`src/inc/conv_defines.svh`:
```
`ifndef CONV_DEFINES_SVH
`define CONV_DEFINES_SVH
// ********************
// Widths
// ********************
`define CODE_W 10
`define LEVEL_W 13
`define CHAN_N 4
`define COARSE_N 15
`define COARSE_STEP 128
// ********************
// Transfer points, in half-LSB units
// ********************
`define STEP_FIRST 14'sd1
`define STEP_LAST 14'sd2045
`define OVF_STEP 14'sd2047
`define CODE_FULL 11'h3ff
`define FINE_MAX 11'h03f
`define LADDER_TOL 14'sd2
// ********************
// Timing
// ********************
`define SYS_CLK_NS 10
`define AP_NS 35
`define AP_CYC ((`AP_NS + `SYS_CLK_NS - 1) / `SYS_CLK_NS)
`define PU_NS 200
`define PU_CYC ((`PU_NS + `SYS_CLK_NS - 1) / `SYS_CLK_NS)
`define HIGH_NS 250
`define HIGH_CYC ((`HIGH_NS + `SYS_CLK_NS - 1) / `SYS_CLK_NS)
`define PERIOD_NS 1000
`define LOW_CYC ((`PERIOD_NS - `HIGH_NS + `SYS_CLK_NS - 1) / `SYS_CLK_NS)
`define LOW_MIN_NS 150
`define LOW_SHORT_CYC ((`LOW_MIN_NS + `SYS_CLK_NS - 1) / `SYS_CLK_NS)
`define WR_NS 40
`define WR_CYC ((`WR_NS + `SYS_CLK_NS - 1) / `SYS_CLK_NS)
`define APPLY_CYC 12
// ********************
// Controller register map
// ********************
`define REG_CTRL 8'h00
`define REG_CMD 8'h04
`define REG_CHAN 8'h08
`define REG_LADDER 8'h0c
`define REG_RESULT 8'h10
`define REG_STATUS 8'h14
`define REG_CLEAR 8'h18
`define REG_IRQ_EN 8'h1c
`define CTRL_RUN 0
`define CTRL_SLEEP 1
`define ST_DONE 0
`define ST_OVF 1
`define ST_DISC 2
`endif

```
`src/inc/conv_pkg.sv`:
```
`include "conv_defines.svh"
package conv_pkg;
  // Phase of the conversion clock made by the controller.
  typedef enum logic [0:0] {CK_HIGH = 1'b0, CK_LOW = 1'b1} ck_state_e;
  typedef logic signed [`LEVEL_W:0] diff_t;
  typedef logic [`LEVEL_W-1:0] level_t;
  typedef logic [`CODE_W-1:0] code_t;
  // Bookkeeping for one clock pulse travelling through the pipeline.
  typedef struct packed {
    logic valid;
    logic discard;
  } tag_s;
endpackage : conv_pkg

```
`src/inc/conv_link_if.sv`:
```
`timescale 1ns/10ps
`include "conv_defines.svh"
// Pins between the converter and its controller.
interface conv_link_if;
  logic conv_clk;
  logic wr_n;
  logic channel_select_hi;
  logic channel_select_lo;
  logic power_down_input;
  logic [`LEVEL_W-1:0] ladder_level;
  logic [`CODE_W-1:0] conversion_result;
  logic overflow_flag;
  modport dev (
    input conv_clk, wr_n, channel_select_hi, channel_select_lo, power_down_input, ladder_level,
    output conversion_result, overflow_flag
  );
  modport host (
    output conv_clk, wr_n, channel_select_hi, channel_select_lo, power_down_input, ladder_level,
    input conversion_result, overflow_flag
  );
endinterface : conv_link_if

```
`src/core/conv_host.sv`:
```
`timescale 1ns/10ps
`include "conv_defines.svh"
// Controller: makes the conversion clock, drives address, ladder and
// power down, and hands results to software over APB.
module conv_host
  import conv_pkg::*;
(
  input wire logic sys_clk,
  input wire logic srst,
  conv_link_if.host link,
  input wire logic psel,
  input wire logic penable,
  input wire logic pwrite,
  input wire logic [7:0] paddr,
  input wire logic [31:0] pwdata,
  output logic [31:0] prdata,
  output logic pready,
  output logic pslverr,
  output logic irq
);
  logic [`CODE_W:0] res_s;
  ck_state_e ck_state_reg, ck_state_next;
  logic [6:0] ck_cnt_reg, ck_cnt_next;
  logic [6:0] low_len_reg, low_len_next;
  logic conv_clk_reg, conv_clk_next;
  logic [1:0] ctrl_reg, ctrl_next;
  logic req_reg, req_next;
  logic [1:0] chan_reg, chan_next;
  logic [2:0] wr_cnt_reg, wr_cnt_next;
  logic wr_n_reg, wr_n_next;
  level_t lad_out_reg, lad_out_next;
  level_t lad_new_reg, lad_new_next;
  logic lad_pend_reg, lad_pend_next;
  logic lad_arm_reg, lad_arm_next;
  logic disc_reg, disc_next;
  tag_s tag_reg [3];
  tag_s tag_next [3];
  logic [`CODE_W:0] result_reg, result_next;
  logic [2:0] status_reg, status_next;
  logic [2:0] irq_en_reg, irq_en_next;
  logic [31:0] prdata_next;
  logic [2:0] set;
  logic [2:0] clr;
  logic rise;
  logic big;
  diff_t lad_delta;

  // ********************
  // Result pins
  // ********************
  conv_sync #(
    .W(`CODE_W + 1),
    .RST('0)
  ) u_res_sync (
    .sys_clk(sys_clk),
    .srst(srst),
    .d({link.overflow_flag, link.conversion_result}),
    .q(res_s)
  );

  // Zero-wait slave: answer in the first access cycle.
  assign pready = 1'b1;
  assign pslverr = 1'b0;
  assign irq = |(status_reg & irq_en_reg);
  assign lad_delta = diff_t'({1'b0, lad_new_reg}) - diff_t'({1'b0, lad_out_reg});
  assign big = (lad_delta > `LADDER_TOL) || (lad_delta < -`LADDER_TOL);

  // ********************
  // Next-state logic
  // ********************
  always_comb begin
    ck_state_next = ck_state_reg;
    ck_cnt_next = ck_cnt_reg;
    low_len_next = low_len_reg;
    conv_clk_next = conv_clk_reg;
    ctrl_next = ctrl_reg;
    req_next = req_reg;
    chan_next = chan_reg;
    wr_cnt_next = wr_cnt_reg;
    lad_out_next = lad_out_reg;
    lad_new_next = lad_new_reg;
    lad_pend_next = lad_pend_reg;
    lad_arm_next = lad_arm_reg;
    disc_next = disc_reg;
    tag_next = tag_reg;
    result_next = result_reg;
    irq_en_next = irq_en_reg;
    prdata_next = prdata;
    set = 3'h0;
    clr = 3'h0;
    rise = 1'b0;
    // Clock generator; idles high so the converter stays balanced.
    case (ck_state_reg)
      CK_HIGH: begin
        if (ck_cnt_reg != 7'h7f) begin
          ck_cnt_next = ck_cnt_reg + 7'h01;
        end
        // New ladder level goes out only after the aperture has passed.
        if (lad_arm_reg && ck_cnt_reg == 7'(`APPLY_CYC)) begin
          lad_out_next = lad_new_reg;
          lad_arm_next = 1'b0;
        end
        if (ck_cnt_reg >= 7'(`HIGH_CYC - 1) && !lad_arm_reg
            && (ctrl_reg[`CTRL_RUN] || req_reg)) begin
          ck_state_next = CK_LOW;
          ck_cnt_next = 7'h00;
          conv_clk_next = 1'b0;
          req_next = 1'b0;
          lad_arm_next = lad_pend_reg;
          lad_pend_next = 1'b0;
          disc_next = lad_pend_reg & big;
          low_len_next = (lad_pend_reg & big) ? 7'(`LOW_SHORT_CYC) : 7'(`LOW_CYC);
        end
      end
      CK_LOW: begin
        ck_cnt_next = ck_cnt_reg + 7'h01;
        if (ck_cnt_reg == low_len_reg - 7'h01) begin
          ck_state_next = CK_HIGH;
          ck_cnt_next = 7'h00;
          conv_clk_next = 1'b1;
          rise = 1'b1;
        end
      end
      default: begin
        ck_state_next = CK_HIGH;
      end
    endcase
    // At each rise the pins show the sample of three rises back.
    if (rise) begin
      tag_next[0] = '{valid: ~ctrl_reg[`CTRL_SLEEP], discard: disc_reg};
      tag_next[1] = tag_reg[0];
      tag_next[2] = tag_reg[1];
      if (tag_reg[2].valid && !ctrl_reg[`CTRL_SLEEP]) begin
        if (tag_reg[2].discard) begin
          set[`ST_DISC] = 1'b1;
        end else begin
          result_next = res_s;
          set[`ST_DONE] = 1'b1;
          set[`ST_OVF] = res_s[`CODE_W];
        end
      end
    end
    // Write strobe pulse holds the address.
    if (wr_cnt_reg != 3'h0) begin
      wr_cnt_next = wr_cnt_reg - 3'h1;
    end
    // Register writes at the access edge.
    if (psel && penable && pwrite) begin
      case (paddr)
        `REG_CTRL: ctrl_next = pwdata[1:0];
        `REG_CMD: req_next = req_next | pwdata[0];
        `REG_CHAN: begin
          chan_next = pwdata[1:0];
          wr_cnt_next = 3'(`WR_CYC);
        end
        `REG_LADDER: begin
          lad_new_next = pwdata[`LEVEL_W-1:0];
          lad_pend_next = 1'b1;
        end
        `REG_CLEAR: clr = pwdata[2:0];
        `REG_IRQ_EN: irq_en_next = pwdata[2:0];
        default: ;
      endcase
    end
    // Read data is fetched in the setup cycle.
    if (psel && !penable) begin
      case (paddr)
        `REG_CTRL: prdata_next = {30'h0, ctrl_reg};
        `REG_CHAN: prdata_next = {30'h0, chan_reg};
        `REG_LADDER: prdata_next = {19'h0, lad_new_reg};
        `REG_RESULT: prdata_next = {21'h0, result_reg};
        `REG_STATUS: prdata_next = {29'h0, status_reg};
        `REG_IRQ_EN: prdata_next = {29'h0, irq_en_reg};
        default: prdata_next = 32'h0;
      endcase
    end
    wr_n_next = (wr_cnt_next == 3'h0);
    // A new event wins over a clear in the same cycle.
    status_next = (status_reg & ~clr) | set;
  end

  // ********************
  // Registers
  // ********************
  always_ff @(posedge sys_clk) begin
    if (srst) begin
      ck_state_reg <= CK_HIGH;
      ck_cnt_reg <= 7'h00;
      low_len_reg <= 7'(`LOW_CYC);
      conv_clk_reg <= 1'b1;
      ctrl_reg <= 2'h0;
      req_reg <= 1'b0;
      chan_reg <= 2'h0;
      wr_cnt_reg <= 3'h0;
      wr_n_reg <= 1'b1;
      lad_out_reg <= '0;
      lad_new_reg <= '0;
      lad_pend_reg <= 1'b0;
      lad_arm_reg <= 1'b0;
      disc_reg <= 1'b0;
      tag_reg <= '{default: '0};
      result_reg <= '0;
      status_reg <= 3'h0;
      irq_en_reg <= 3'h0;
      prdata <= 32'h0;
    end else begin
      ck_state_reg <= ck_state_next;
      ck_cnt_reg <= ck_cnt_next;
      low_len_reg <= low_len_next;
      conv_clk_reg <= conv_clk_next;
      ctrl_reg <= ctrl_next;
      req_reg <= req_next;
      chan_reg <= chan_next;
      wr_cnt_reg <= wr_cnt_next;
      wr_n_reg <= wr_n_next;
      lad_out_reg <= lad_out_next;
      lad_new_reg <= lad_new_next;
      lad_pend_reg <= lad_pend_next;
      lad_arm_reg <= lad_arm_next;
      disc_reg <= disc_next;
      tag_reg <= tag_next;
      result_reg <= result_next;
      status_reg <= status_next;
      irq_en_reg <= irq_en_next;
      prdata <= prdata_next;
    end
  end

  assign link.conv_clk = conv_clk_reg;
  assign link.wr_n = wr_n_reg;
  assign link.channel_select_hi = chan_reg[1];
  assign link.channel_select_lo = chan_reg[0];
  assign link.power_down_input = ctrl_reg[`CTRL_SLEEP];
  assign link.ladder_level = lad_out_reg;
endmodule : conv_host

```
`src/core/conv_sync.sv`:
```
`timescale 1ns/10ps
// Two flip-flops in a row for levels arriving from the far end.
module conv_sync #(
  parameter int W = 1,
  parameter logic [W-1:0] RST = '0
) (
  input wire logic sys_clk,
  input wire logic srst,
  input wire logic [W-1:0] d,
  output logic [W-1:0] q
);
  logic [W-1:0] meta_reg;
  logic [W-1:0] meta_next;
  logic [W-1:0] q_next;

  // The first stage feeds only the second.
  always_comb begin
    meta_next = d;
    q_next = meta_reg;
  end

  // Both stages take the idle level under reset.
  always_ff @(posedge sys_clk) begin
    if (srst) begin
      meta_reg <= RST;
      q <= RST;
    end else begin
      meta_reg <= meta_next;
      q <= q_next;
    end
  end
endmodule : conv_sync

```
`src/flat_wrapper.sv`:
```
// flat-port wrapper written by rule: the top's interface ports become plain ports
module conv_host_flat import conv_pkg::*;
  (sys_clk, srst, psel, penable, pwrite, paddr, pwdata, prdata, pready, pslverr, irq, link_conv_clk, link_wr_n, link_channel_select_hi, link_channel_select_lo, link_power_down_input, link_ladder_level, link_conversion_result, link_overflow_flag);
  conv_link_if link_i ();
  input wire logic sys_clk;
  input wire logic srst;
  input wire logic psel;
  input wire logic penable;
  input wire logic pwrite;
  input wire logic [7:0] paddr;
  input wire logic [31:0] pwdata;
  output logic [31:0] prdata;
  output logic pready;
  output logic pslverr;
  output logic irq;
  output wire logic [$bits(link_i.conv_clk)-1:0] link_conv_clk;
  output wire logic [$bits(link_i.wr_n)-1:0] link_wr_n;
  output wire logic [$bits(link_i.channel_select_hi)-1:0] link_channel_select_hi;
  output wire logic [$bits(link_i.channel_select_lo)-1:0] link_channel_select_lo;
  output wire logic [$bits(link_i.power_down_input)-1:0] link_power_down_input;
  output wire logic [$bits(link_i.ladder_level)-1:0] link_ladder_level;
  input wire logic [$bits(link_i.conversion_result)-1:0] link_conversion_result;
  input wire logic [$bits(link_i.overflow_flag)-1:0] link_overflow_flag;
  assign link_conv_clk = link_i.conv_clk;
  assign link_wr_n = link_i.wr_n;
  assign link_channel_select_hi = link_i.channel_select_hi;
  assign link_channel_select_lo = link_i.channel_select_lo;
  assign link_power_down_input = link_i.power_down_input;
  assign link_ladder_level = link_i.ladder_level;
  assign link_i.conversion_result = link_conversion_result;
  assign link_i.overflow_flag = link_overflow_flag;
  conv_host u_core (.sys_clk(sys_clk), .srst(srst), .link(link_i), .psel(psel), .penable(penable), .pwrite(pwrite), .paddr(paddr), .pwdata(pwdata), .prdata(prdata), .pready(pready), .pslverr(pslverr), .irq(irq));
endmodule
```
`config.mk`:
```
export PLATFORM = sky130hd
export DESIGN_NAME = conv_host_flat
export DESIGN_NICKNAME = d
export VERILOG_FILES = /design/src/inc/conv_pkg.sv /design/src/inc/conv_link_if.sv /design/src/core/conv_host.sv /design/src/core/conv_sync.sv /design/src/flat_wrapper.sv
export VERILOG_INCLUDE_DIRS = /design/src /design/src/inc
export SDC_FILE = /design/constraint.sdc
export NUM_CORES = 1
export LEC_CHECK = 0
export ABC_AREA = 1
export BUFFER_PORTS_ARGS = -buffer_cell sky130_fd_sc_hd__buf_4
export CAP_MARGIN = 20
export CELL_PAD_IN_SITES_DETAIL_PLACEMENT = 1
export CELL_PAD_IN_SITES_GLOBAL_PLACEMENT = 1
export CORE_ASPECT_RATIO = 1.4
export CORE_MARGIN = 4
export CORE_UTILIZATION = 40
export DETAILED_ROUTE_END_ITERATION = 8
export GPL_TIMING_DRIVEN = 0
export PLACE_DENSITY_LB_ADDON = 0.1
export SYNTH_ARGS = -nofsm -noshare
export SYNTH_HDL_FRONTEND = slang
export SYNTH_SLANG_ARGS = --single-unit
export TNS_END_PERCENT = 100
```
`constraint.sdc`:
```
create_clock -name sys_clk -period 5.1 [get_ports sys_clk]
set_input_delay 0.255 -clock sys_clk [delete_from_list [all_inputs] [get_ports sys_clk]]
set_output_delay 0.255 -clock sys_clk [all_outputs]
set_load 0.005 [all_outputs]
```
-- Yosys cells after proc, flatten, opt, wreduce, memory -nomap -nowiden
Index checks and enable logic that the tools add are counted.
- bits in registers: 131
- output and inout port bits: 53
- word-level logic and storage cells: 114
- bits of input ports: 56
- add/subtract/negate cells: 4
- equal/unequal tests: 13
- muxes and demuxes: 33
- reduce and logical (&&, ||, !) cells: 26
- order comparisons: 3
- bitwise logic cells: 9
- operators with widths (operator ; count):
    $pmux 13 s6 ; 1
    $eq 8x5->1 const B ; 4
    $mux 7 ; 4
    $mux 3 ; 7
    $mux 1 ; 17
    $eq 8x4->1 const B ; 2
    $reduce_and 2->1 ; 8
    $gt 14x3->1 const B ; 1
    $lt 14x2->1 const B ; 1
    $pmux 7 s2 ; 1
    $sub 13x13->14 ; 1
    $eq 8x3->1 const B ; 1
    $logic_not 8->1 ; 1
    $add 7x1->7 const B ; 1
    $eq 7x4->1 const B ; 1
    $eq 7x7->1 ; 1
    $ge 7x5->1 const B ; 1
    $logic_and 1x1->1 ; 7
    $ne 7x7->1 const B ; 1
    $sub 7x1->7 const B ; 1
    $and 3x3->3 ; 2
    $pmux 1 s2 ; 2
    $logic_not 1->1 ; 3
    $logic_not 3->1 ; 1
    other kinds (15) ; 18

-- Logic depth before layout (Yosys ltp)
Gate-level depths: netlist (run 1).
- word-level depth: 8
- mapped depth: 16
- depth with buffers taken out: 16

-- By module
A second synthesis (run 1) with hierarchy kept.
- cell total of the unflattened synthesis: 736
- area, all modules: 5306.3 µm²
- modules (own cells, without submodules) (module ; cells each ; area each (µm²) ; sequential area each (µm²) ; instances):
    conv_host ; 668 ; 4678.2 ; 1681.6 ; 1
    conv_sync ; 68 ; 628.1 ; 440.4 ; 1

-- Worst setup path after synthesis (run 1)
OpenSTA, ideal clock, no wires.
- kind: register to register
- start point: reg u_core.lad_new_reg[0]
- end point: reg u_core.low_len_reg[2]
- cell stages (with the launch flop): 16
- period minus slack after synthesis: 1.930 ns
- setup slack: 3.170 ns
- setup time: 0.119 ns
- path buffers: 0
- required time: 4.981 ns
- data arrival time: 1.811 ns
- path through: dfxtp_1 > inv_1 > ha_1 > fa_1 > inv_1 > nand3_1 > nand3_2 > nand2_1 > nand2_1 > nand2_1 > nand2_1 > nand3_1 > nor2_1 > nand3_1 > nand3_1 > a21oi_1
- cells in the longest elaborated chain, start to end: 5
- elaborated cells between the ends (all ways): 6
- those cells by class: add/sub: 1; order compare: 2; mux: 1; bitwise: 1; reduce/logical: 1
- RTL lines (item ; RTL line ; source):
    start, declared ; conv_host.sv:32 ; level_t lad_new_reg, lad_new_next;
    start signal, assigned ; conv_host.sv:217 ; lad_new_reg <= lad_new_next;
    $sub 13x13->14 (*) ; conv_host.sv:65 ; assign lad_delta = diff_t'({1'b0, lad_new_reg}) - diff_t'({1'b0, lad_out_reg});
    $gt 14x3->1 (no line) / $lt 14x2->1 (equally long branches) ; - ;
    $logic_or 1x1->1 (*) ; conv_host.sv:66 ; assign big = (lad_delta > `LADDER_TOL) || (lad_delta < -`LADDER_TOL);
    $and 1x1->1 (*) ; conv_host.sv:112 ; low_len_next = (lad_pend_reg & big) ? 7'(`LOW_SHORT_CYC) : 7'(`LOW_CYC);
    $mux 7 (*) ; conv_host.sv:112 ;
    end signal, assigned ; conv_host.sv:189 ; low_len_reg <= 7'(`LOW_CYC);
    end signal, assigned ; conv_host.sv:209 ; low_len_reg <= low_len_next;
    end, declared ; conv_host.sv:24 ; logic [6:0] low_len_reg, low_len_next;
Every way passes the cells marked *; elsewhere a longest branch is shown, timed or not.
A chain may end at the register's enable or synchronous reset.

-- Worst setup path after layout (run 1)
Ends and elaborated chain as after synthesis.

==> impl_metrics.py, run 1 <==
metrics = {
    "synth": {
        "syn_avg_cell_area_um2": 7.11,
        "ys_warn_count": 0,
        "ys_types": 42,
        "synth_top_cell_by_area": "dfxtp_1",
        "synth_ff_type": "dfxtp_1",
        "synth.top_cell.area_share": 0.396,
        "synth_area_mm2": 0.00536,
        "ys_seq_area_frac": 0.396,
        "synth.area.top_cells": "dfxtp_1 40%, nand2_1 10%, inv_1 8.7%",
        "synth_edf_count": 0,
        "ys_seq_elements": 106,
        "async_flop_share": 0,
        "syn_inst": 754,
    },
    "clock_network": {
        "tritoncts": "built",
        "cts_resized": 0,
        "clk_latency_ns": 0.35,
        "clkSinkCount": 106,
        "cts_made_buffers": 9,
        "clockBufferDepth": 2,
        "postCtsSetupRepairBufs": 0,
        "ctsHoldBuffers": 0,
        "cts-root-buf": "clkbuf_16",
        "cts_htree_levels": 3,
        "clk_pin_slew_worst_paths_ns": 0.08,
    },
    "layout": {
        "final_cell_mix": "144 x nand2_1, 124 x inv_1, 106 x dfxtp_1, 89 x buf_4, 72 x nor2_1",
        "layout_commonest_cell": "nand2_1",
        "final_core_util": 0.499,
        "diodes": 0,
        "area_growth_pct": 21.0,
        "fillers": 1725,
        "drive_gt1_frac": 0.181,
        "multiInputGateArea_mm2": 0.00255,
        "final_cells": 1035,
        "seq_area_mm2": 0.00212,
        "fin_nets": 928,
    },
    "timing": {
        "fmax_mhz": 405,
        "fin_tns_setup_ns": 0,
        "rsz0062_at_grt": "false",
        "worst_hold_slack_ns": 0.106,
        "tightest_slew_ns": 0.613,
        "setup_viol": 0,
        "slew_viol_final": 0,
        "slew_headroom": 0.591,
        "period_share": 0.484,
        "finalHoldViolations": 0,
        "period_minus_slack_ns": 2.47,
        "skew_ns": 0.00812,
    },
    "setup_path": {
        "cp-start-kind": "flop",
        "reg2regPathDepth": 15,
        "crit_arrival_ns": 2.71,
        "timing.rr.start": "u_core.lad_new_reg[0]",
        "required_ns": 5.34,
        "crit_path_max_fanout": 5,
        "crit_type": "reg -> reg",
        "rrSetupSlack_ns": 2.63,
        "r2r-end": "u_core.low_len_reg[2]",
        "end_kind": "flop",
    },
    "die": {
        "die_h_um": 145,
        "start_util": 0.412,
        "fp.dieW_um": 106,
        "ios": 109,
        "dieArea_mm2": 0.0153,
        "rows": 49,
        "coreArea_mm2": 0.0130,
    },
    "route": {
        "ant_nets": 0,
        "drc": 0,
        "first_pass_iters": 4,
        "via_per_inst": 4.93,
        "vias": 5098,
        "wl_per_cell_um": 15.3,
        "wl_mm": 15.9,
        "drt-initial-drc-count": 108,
    },
    "grt": {
        "overflow": 0,
        "antenna_found_initial": 0,
        "grt_pass1_wl_mm": 26.5,
        "grt_max_degree": 20,
        "grt_pass1_vias": 5383,
        "grt_use_total": 0.212,
    },
    "outcome": {
        "status": "finished clean",
    },
    "placed_design": {
        "place_inst": 1019,
        "io_buffer_count": 68,
        "hpwl_mm": 12.8,
        "place_congestion": 0.884,
    },
    "worst_hold_path": {
        "hold_depth": 3,
        "min_to": "u_core.u_res_sync.meta_reg[1]",
        "min_from": "link_conversion_result[1]",
        "hold_class": "in -> reg",
    },
    "power_and_ir_drop": {
        "power_density_mw_per_mm2": 273,
        "ir_drop_mv": 0.178,
        "cellLeakagePower_nw": 3.02,
        "total_power_mw": 1.77,
    },
    "run": {
        "maxCapViolCount": 0,
    },
}
cell families after synthesis:
logic type	synth area share
other	0.00140
XOR/XNOR	0.00817
AND/OR/NAND/NOR	0.243
multiplexers	0.00187
adder cells (fa/ha/maj)	0.0481
AO/OA/AOI/OAI	0.160
flip-flops	0.396
buffers and inverters	0.142
worst max-delay path, cell delays in order (launching register included):
cell and delay [ns]:
dfxtp_1 0.34, inv_1 0.10, ha_1 0.22, fa_1 0.42, inv_1 0.13, nand3_1 0.10, nand3_2 0.14, nand2_1 0.12
nand2_1 0.09, nand2_1 0.06, nand2_1 0.06, nand3_1 0.09, nor2_1 0.18, nand3_1 0.11, nand3_1 0.14, a21oi_1 0.08
synthesized netlist by cell type (2+ instances only):
cell and n:
nand2_2 7, o21ai_1 5, a31oi_1 3, or2_2 2
nor3_1 11, o22ai_1 10, xor2_1 4, buf_4 21
a21oi_1 69, nand3_1 34, a21oi_2 7, inv_1 124
clkbuf_1 14, ha_1 19, nor2_2 2, nand2_4 2
o31ai_1 2, o21ai_0 44, inv_2 11, nand3_2 3
dfxtp_1 106, o221ai_1 2, nor2_1 72, o21ai_2 5
nor2_4 4, buf_6 3, buf_1 2, nand2_1 144
nand4_1 6, a211oi_1 3, conb_1 2
per-layer routing:
layer	track usage	routed length [um]
met5	0	0
met4	0.0693	407
met3	0.0320	476
met2	0.399	8650
met1	0.242	6340
how the worst max path moves through the flow:
stage                            endpoint                   from  slack (ns)
finish              u_core.low_len_reg[2]  u_core.lad_new_reg[0]        2.63
CTS                 u_core.low_len_reg[2]  u_core.lad_new_reg[0]        2.64
detailed placement  u_core.low_len_reg[2]  u_core.lad_new_reg[0]        2.67
global route        u_core.low_len_reg[6]  u_core.lad_new_reg[0]        2.51
floorplan           u_core.low_len_reg[2]  u_core.lad_new_reg[0]        3.17
global placement    u_core.low_len_reg[2]  u_core.lad_new_reg[0]        2.73
layout make-up:
| cell class | count | area share |
|---|---|---|
| inverters | 135 | 0.0781 |
| plain buffers | 40 | 0.0388 |
| flip-flops and latches | 106 | 0.327 |
| clock buffers | 10 | 0.0369 |
| well taps | 178 | 0.0343 |
| repair buffers | 68 | 0.0787 |
| clock inverters | 6 | 0.0129 |
| multi-input cells | 492 | 0.393 |
stage by stage:
stage                     setup WS [ns]  cell area [um2]
after floorplan                    3.17             5430
after global placement             2.73             6160
after detailed placement           2.67             6160
after CTS                          2.64             6480
after global routing               2.51             6480
final                              2.63             6480
power breakdown:
group	switching, mW	leakage (nW)	internal [mW]
sequential	0.0102	0.861	0.851
clock	0.336	0.158	0.406
combinational	0.0923	2.01	0.0717
total	0.439	3.02	1.33
(Power assumes the default switching activity.)
==> run 2, diff against run 1 <==
Settings changed: ABC_AREA 1 to 0.
Clock period 5.1 ns to 2.58 ns, I/O delays scaled along.
==> impl_metrics.py, run 2 <==
metrics = {
    "outcome": {
        "status": "finished with violations",
        "violations": "negative hold slack, negative setup slack",
    },
    "setup_path": {
        "crit_path_max_fanout": 9,
        "end_kind": "flop",
        "crit_path_start": "u_core.link.ladder_level[5]",
        "reg2regPathDepth": 11,
        "crit_arrival_ns": 2.86,
        "cp_cell_sequence": "inv_1 > ha_1 > buf_6 > a211o_1 > a31o_1 > a221oi_4 > buf_4 > nor3_1 > a31oi_1 > nand2_1 > o311a_1",
        "slowest_stage": "o311a_1",
        "crit_path_max_incr_delay_ns": 0.38,
        "r2r-end": "u_core.low_len_reg[2]",
        "crit_type": "reg -> reg",
        "rrSetupSlack_ns": -0.05,
        "required_ns": 2.81,
        "timing.rr.start": "u_core.link.ladder_level[5]",
        "cp-start-kind": "flop",
    },
    "layout": {
        "final_cell_mix": "102 x nor2_1, 99 x buf_4, 92 x dfxtp_1, 50 x mux2i_1, 36 x nand2_1",
        "drive_gt1_frac": 0.244,
        "layout_commonest_cell": "nor2_1",
        "diodes": 0,
        "fin_nets": 773,
        "area_growth_pct": 27.6,
    },
    "clock_network": {
        "clk_latency_ns": 0.35,
        "cts_htree_levels": 3,
        "tritoncts": "built",
        "cts-root-buf": "clkbuf_16",
        "cts_made_buffers": 9,
        "clk_pin_slew_worst_paths_ns": 0.07,
        "clockBufferDepth": 2,
        "clkSinkCount": 106,
    },
    "route": {
        "wl_mm": 13.9,
        "first_pass_iters": 4,
        "wl_per_cell_um": 16.4,
        "drc": 0,
        "drt-initial-drc-count": 115,
        "ant_nets": 0,
        "vias": 4403,
        "via_per_inst": 5.17,
    },
    "power_and_ir_drop": {
        "power_frac_seq": 0.513,
        "switching_power_mw": 0.812,
        "combPwrFrac": 0.081,
        "p_int_mw": 2.48,
        "pwr-share-clk": 0.406,
        "ir_drop_mv": 0.383,
        "sw_frac_of_total": 0.246,
        "power_density_mw_per_mm2": 505,
        "cellLeakagePower_nw": 2.75,
    },
    "timing": {
        "period_minus_slack_ns": 2.63,
        "slew_viol_final": 0,
        "period_share": 1.02,
        "rsz0062_at_grt": "true",
        "fin_tns_setup_ns": -0.0636,
        "fmax_mhz": 380,
        "skew_ns": 0.00956,
        "layout_setup_ws_ns": -0.0538,
        "tightest_slew_ns": 1.08,
        "slew_headroom": 0.275,
        "worst_hold_slack_ns": -0.000286,
        "setup_viol": 2,
        "finalHoldViolations": 1,
    },
    "grt": {
        "grt_max_degree": 21,
        "grt_use_total": 0.193,
        "grtUsageMet3": 0.0319,
        "use_met2": 0.382,
        "overflow": 0,
        "grt_pass1_wl_mm": 22.9,
        "antenna_found_initial": 0,
        "grt_pass1_vias": 4652,
        "busiest_layer": "met2",
        "met1_usage": 0.206,
    },
    "synth": {
        "synth_top_family_by_area": "simple AND/OR/NAND/NOR gates",
        "async_flop_share": 0,
        "synth.area.top_cells": "dfxtp_1 41%, mux2i_1 9.8%, nor2_1 7.6%",
        "ys_seq_elements": 106,
        "synthAdderAreaFrac": 0.0504,
        "synth_edf_count": 0,
        "synth.top_cell.area_share": 0.415,
        "synth.area.mux_share": 0.100,
        "ys_types": 62,
        "synth_compound_area_frac": 0.126,
        "yosys.area_share.simple": 0.210,
        "syn_avg_cell_area_um2": 8.76,
        "syn_inst": 584,
        "synth_top_cell_by_area": "dfxtp_1",
        "synth_area_mm2": 0.00512,
        "synth_ff_type": "dfxtp_1",
        "yosys-top-cells-count": "106 x dfxtp_1, 104 x nor2_1, 50 x mux2i_1, 36 x nand2_1, 26 x inv_1",
        "synth.most_common_cell": "dfxtp_1",
        "ys_seq_area_frac": 0.415,
        "synth_xor_area_frac": 0.0223,
        "ys_warn_count": 0,
    },
    "worst_hold_path": {
        "min_to": "u_core.u_res_sync.meta_reg[0]",
        "min_from": "link_conversion_result[0]",
        "hold_class": "in -> reg",
        "hold_depth": 2,
    },
    "placed_design": {
        "hpwl_mm": 11.0,
        "io_buffer_count": 67,
        "place_congestion": 0.817,
    },
    "die": {
        "fp.dieW_um": 104,
        "die_h_um": 142,
        "start_util": 0.412,
        "coreArea_mm2": 0.0124,
        "rows": 48,
        "dieArea_mm2": 0.0147,
        "ios": 109,
    },
    "run": {
        "maxCapViolCount": 0,
    },
}
run 2: worst max-delay path, delay by kind of cell (launching register included):
family / cells / cell delay (ns)
and+or+nand+nor: 2 / 0.18
DFF: 1 / 0.33
buffers and inverters: 3 / 0.36
AOI/OAI and AO/OA: 5 / 1.46
adders and majority gates: 1 / 0.19
run 2: cell families (layout without fill, tap and decap cells):
kind of cell,Yosys count,in the layout
multiplexers,51,51
other,2,21
XOR/XNOR,13,13
buffers and inverters,77,176
flip-flops,106,106
AND/OR/NAND/NOR,225,225
adder cells (fa/ha/maj),20,20
AO/OA/AOI/OAI,90,90
run 2: per-layer routing:
| layer | part of all wire | up-vias |
|---|---|---|
| met1 | 0.40 | 2137 |
| met5 | 0 | - |
| met3 | 0.023 | 16 |
| met4 | 0.018 | 0 |
| li1 | - | 2192 |
| met2 | 0.56 | 58 |
run 2: how the worst max path moves through the flow:
stage          cells past startpoint                    end  slack [ns]
2_1_floorplan                     10  u_core.low_len_reg[2]       0.005
3_3_place_gp                      10  u_core.low_len_reg[2]       -0.27
3_5_place_dp                      10  u_core.low_len_reg[2]       -0.32
4_1_cts                           10  u_core.low_len_reg[2]       -0.09
5_1_grt                           11  u_core.low_len_reg[2]       -0.13
6_report                          11  u_core.low_len_reg[2]       -0.05
run 2: area by class of cell:
type | instances | area [um2]
inverters | 26 | 100
multi-input cells | 420 | 2860
clock inverters | 7 | 71.3
clock buffers | 9 | 225
plain buffers | 49 | 283
repair buffers | 85 | 659
well taps | 150 | 188
fillers | 1478 | 5900
flip-flops and latches | 106 | 2140
run 2: per-stage QoR:
step	util	area (um2)	setup WS [ns]	power, mW	cells
3_3_place_gp	0.479	5950	-0.268	1.97	820
3_5_place_dp	0.479	5950	-0.324	1.99	820
2_1_floorplan	-	5260	0.00524	1.88	603
4_1_cts	0.516	6410	-0.0938	3.34	847
6_report	0.525	6530	-0.0538	3.30	852
5_1_grt	0.525	6530	-0.129	3.45	852
run 2: what timing repair did:
| item | 4_1_cts | 5_1_grt |
|---|---|---|
| endpoints found under the hold margin | 7 | 0 |
| pin swaps | 15 | 11 |
| gates resized for setup | 24 | 20 |
| hold buffers | 7 | 0 |
| setup buffers | 6 | 5 |
| setup endpoints to repair | 2 | 10 |
run 2: power groups by stage:
stage	Sequential (mW)	Clock (mW)	Combinational (mW)
final	1.69	1.34	0.266
after floorplan	1.73	0	0.151
after global routing	1.70	1.46	0.300
after detailed placement	1.73	0	0.257
after CTS	1.69	1.38	0.267
after global placement	1.73	0	0.245
==> run 3, diff against run 2 <==
Settings changed: ABC_AREA 0 to 1, CORE_UTILIZATION 40 to 39.
==> impl_metrics.py, run 3 (synthesized netlist as in run 1, its figures left out) <==
metrics = {
    "outcome": {
        "status": "finished clean",
    },
    "timing": {
        "slew_viol_final": 0,
        "layout_setup_ws_ns": 0.249,
        "skew_ns": 0.00779,
        "setup_viol": 0,
        "fmax_mhz": 429,
        "fin_tns_setup_ns": 0,
        "rsz0062_at_grt": "false",
        "worst_hold_slack_ns": 0.0374,
        "slew_headroom": 0.583,
        "tightest_slew_ns": 0.625,
        "period_minus_slack_ns": 2.33,
        "period_share": 0.904,
        "finalHoldViolations": 0,
    },
    "worst_hold_path": {
        "min_from": "pwdata[6]",
        "hold_depth": 3,
        "min_to": "u_core.lad_new_reg[6]",
        "hold_class": "in -> reg",
    },
    "grt": {
        "grt_pass1_wl_mm": 25.7,
        "overflow": 0,
        "grt_use_total": 0.204,
        "grt_max_degree": 20,
        "antenna_found_initial": 0,
        "grt_pass1_vias": 5438,
    },
    "route": {
        "wl_met3_um": 414,
        "drc": 0,
        "wl_met2_mm": 8.59,
        "drt-initial-drc-count": 162,
        "highest_layer": "met4",
        "via_per_inst": 4.81,
        "wl_per_cell_um": 14.8,
        "wl_mm": 15.5,
        "vias": 5055,
        "ant_nets": 0,
        "wl_met1_mm": 6.06,
        "first_pass_iters": 4,
    },
    "power_and_ir_drop": {
        "pwr-share-clk": 0.413,
        "power_density_mw_per_mm2": 525,
        "switching_power_mw": 0.858,
        "p_int_mw": 2.61,
        "combPwrFrac": 0.097,
        "sw_frac_of_total": 0.247,
        "ir_drop_mv": 0.391,
        "cellLeakagePower_nw": 3.07,
        "power_frac_seq": 0.491,
    },
    "setup_path": {
        "slowest_stage": "fa_2",
        "crit_type": "reg -> reg",
        "rrSetupSlack_ns": 0.25,
        "end_kind": "flop",
        "r2r-end": "u_core.low_len_reg[2]",
        "crit_path_max_fanout": 5,
        "cp_cell_sequence": "inv_1 > ha_1 > fa_2 > inv_2 > nand3_1 > nand3_4 > nand2_1 > nand2_1 > nand2_1 > nand2_1 > nand3_1 > nor2_1 > nand3_1 > nand3_1 > a21oi_1",
        "critPathBufInv": 2,
        "required_ns": 2.82,
        "crit_path_max_incr_delay_ns": 0.37,
        "cp-start-kind": "flop",
        "timing.rr.start": "u_core.lad_new_reg[0]",
        "reg2regPathDepth": 15,
        "crit_arrival_ns": 2.57,
        "cp_top_family": "simple AND/OR/NAND/NOR gates",
    },
    "clock_network": {
        "clockBufferDepth": 2,
        "clkSinkCount": 106,
        "tritoncts": "built",
        "clk_pin_slew_worst_paths_ns": 0.07,
        "postCtsSetupRepairBufs": 0,
        "cts-root-buf": "clkbuf_16",
        "cts_made_buffers": 9,
        "cts_htree_levels": 3,
        "clk_latency_ns": 0.35,
    },
    "placed_design": {
        "place_congestion": 0.901,
        "place_inst": 1023,
        "preCtsSetupSlack_ns": 0.108,
        "hpwl_mm": 12.6,
        "io_buffer_count": 68,
    },
    "die": {
        "dieArea_mm2": 0.0157,
        "fp.dieW_um": 107,
        "rows": 50,
        "start_util": 0.398,
        "ios": 109,
        "die_h_um": 147,
        "coreArea_mm2": 0.0135,
    },
    "layout": {
        "fin_nets": 940,
        "fillers": 1753,
        "layout_commonest_cell": "nand2_1",
        "seq_area_mm2": 0.00212,
        "final_cell_mix": "144 x nand2_1, 123 x inv_1, 106 x dfxtp_1, 89 x buf_4, 71 x nor2_1",
        "final_cells": 1051,
        "drive_gt1_frac": 0.181,
        "diodes": 0,
        "final_core_util": 0.492,
        "area_growth_pct": 23.4,
        "multiInputGateArea_mm2": 0.00256,
    },
    "run": {
        "maxCapViolCount": 0,
    },
}
[run 3: cell count changes in the layout (fill, tap and decap cells not counted), sizes merged, moves of 26 or more]
cell	before	now
a21oi	23	76
inv	29	138
mux2i	50	1
nand2	36	153
nand3	11	37
o21ai	14	54
[run 3: power groups by stage]
stage / registers [mW] / clock network, mW / logic [mW]
floorplan: 1.74 / 0 / 0.194
global placement: 1.74 / 0 / 0.301
detailed placement: 1.74 / 0 / 0.323
CTS: 1.70 / 1.47 / 0.338
global route: 1.71 / 1.53 / 0.386
finish: 1.70 / 1.43 / 0.335
[run 3: worst max path at each step]
stage / from / end / slack, ns / depth (start not counted)
5_1_grt: u_core.lad_new_reg[0] / u_core.low_len_reg[6] / 0.05 / 16
4_1_cts: u_core.lad_new_reg[0] / u_core.low_len_reg[2] / 0.10 / 15
2_1_floorplan: u_core.lad_new_reg[0] / u_core.low_len_reg[2] / 0.65 / 15
3_3_place_gp: u_core.lad_new_reg[0] / u_core.low_len_reg[2] / 0.19 / 15
3_5_place_dp: u_core.lad_new_reg[0] / u_core.low_len_reg[2] / 0.11 / 15
6_report: u_core.lad_new_reg[0] / u_core.low_len_reg[2] / 0.25 / 15
[run 3: what timing repair did]
action,CTS,global route
endpoints found under the hold margin,12,0
hold buffers,12,0
setup endpoints to repair,0,2
resized for setup,0,4
[run 3: stage by stage]
stage / cell area (um2) / total power, mW
after floorplan: 5430 / 1.93
after CTS: 6600 / 3.51
after detailed placement: 6170 / 2.06
after global placement: 6170 / 2.04
after global routing: 6610 / 3.62
final: 6610 / 3.47
[run 3: metal layers]
metal  up-vias  global-route usage
li1       2568                   -
met3        30              0.0354
met2        81               0.389
met1      2376               0.216
met5         -                   0
met4         0              0.0819
[run 3: area by class of cell]
class | count | share of cell area
Clock inverter | 6 | 0.0127
Inverter | 135 | 0.0766
Buffer | 40 | 0.0380
Clock buffer | 10 | 0.0346
Tap cell | 182 | 0.0344
Sequential cell | 106 | 0.321
Timing Repair Buffer | 80 | 0.0954
Multi-Input combinational cell | 492 | 0.387
[run 3: worst min-delay path, stage by stage]
cell and delay, ns:
buf_4 0.08, o21ai_2 0.05, a21oi_2 0.09
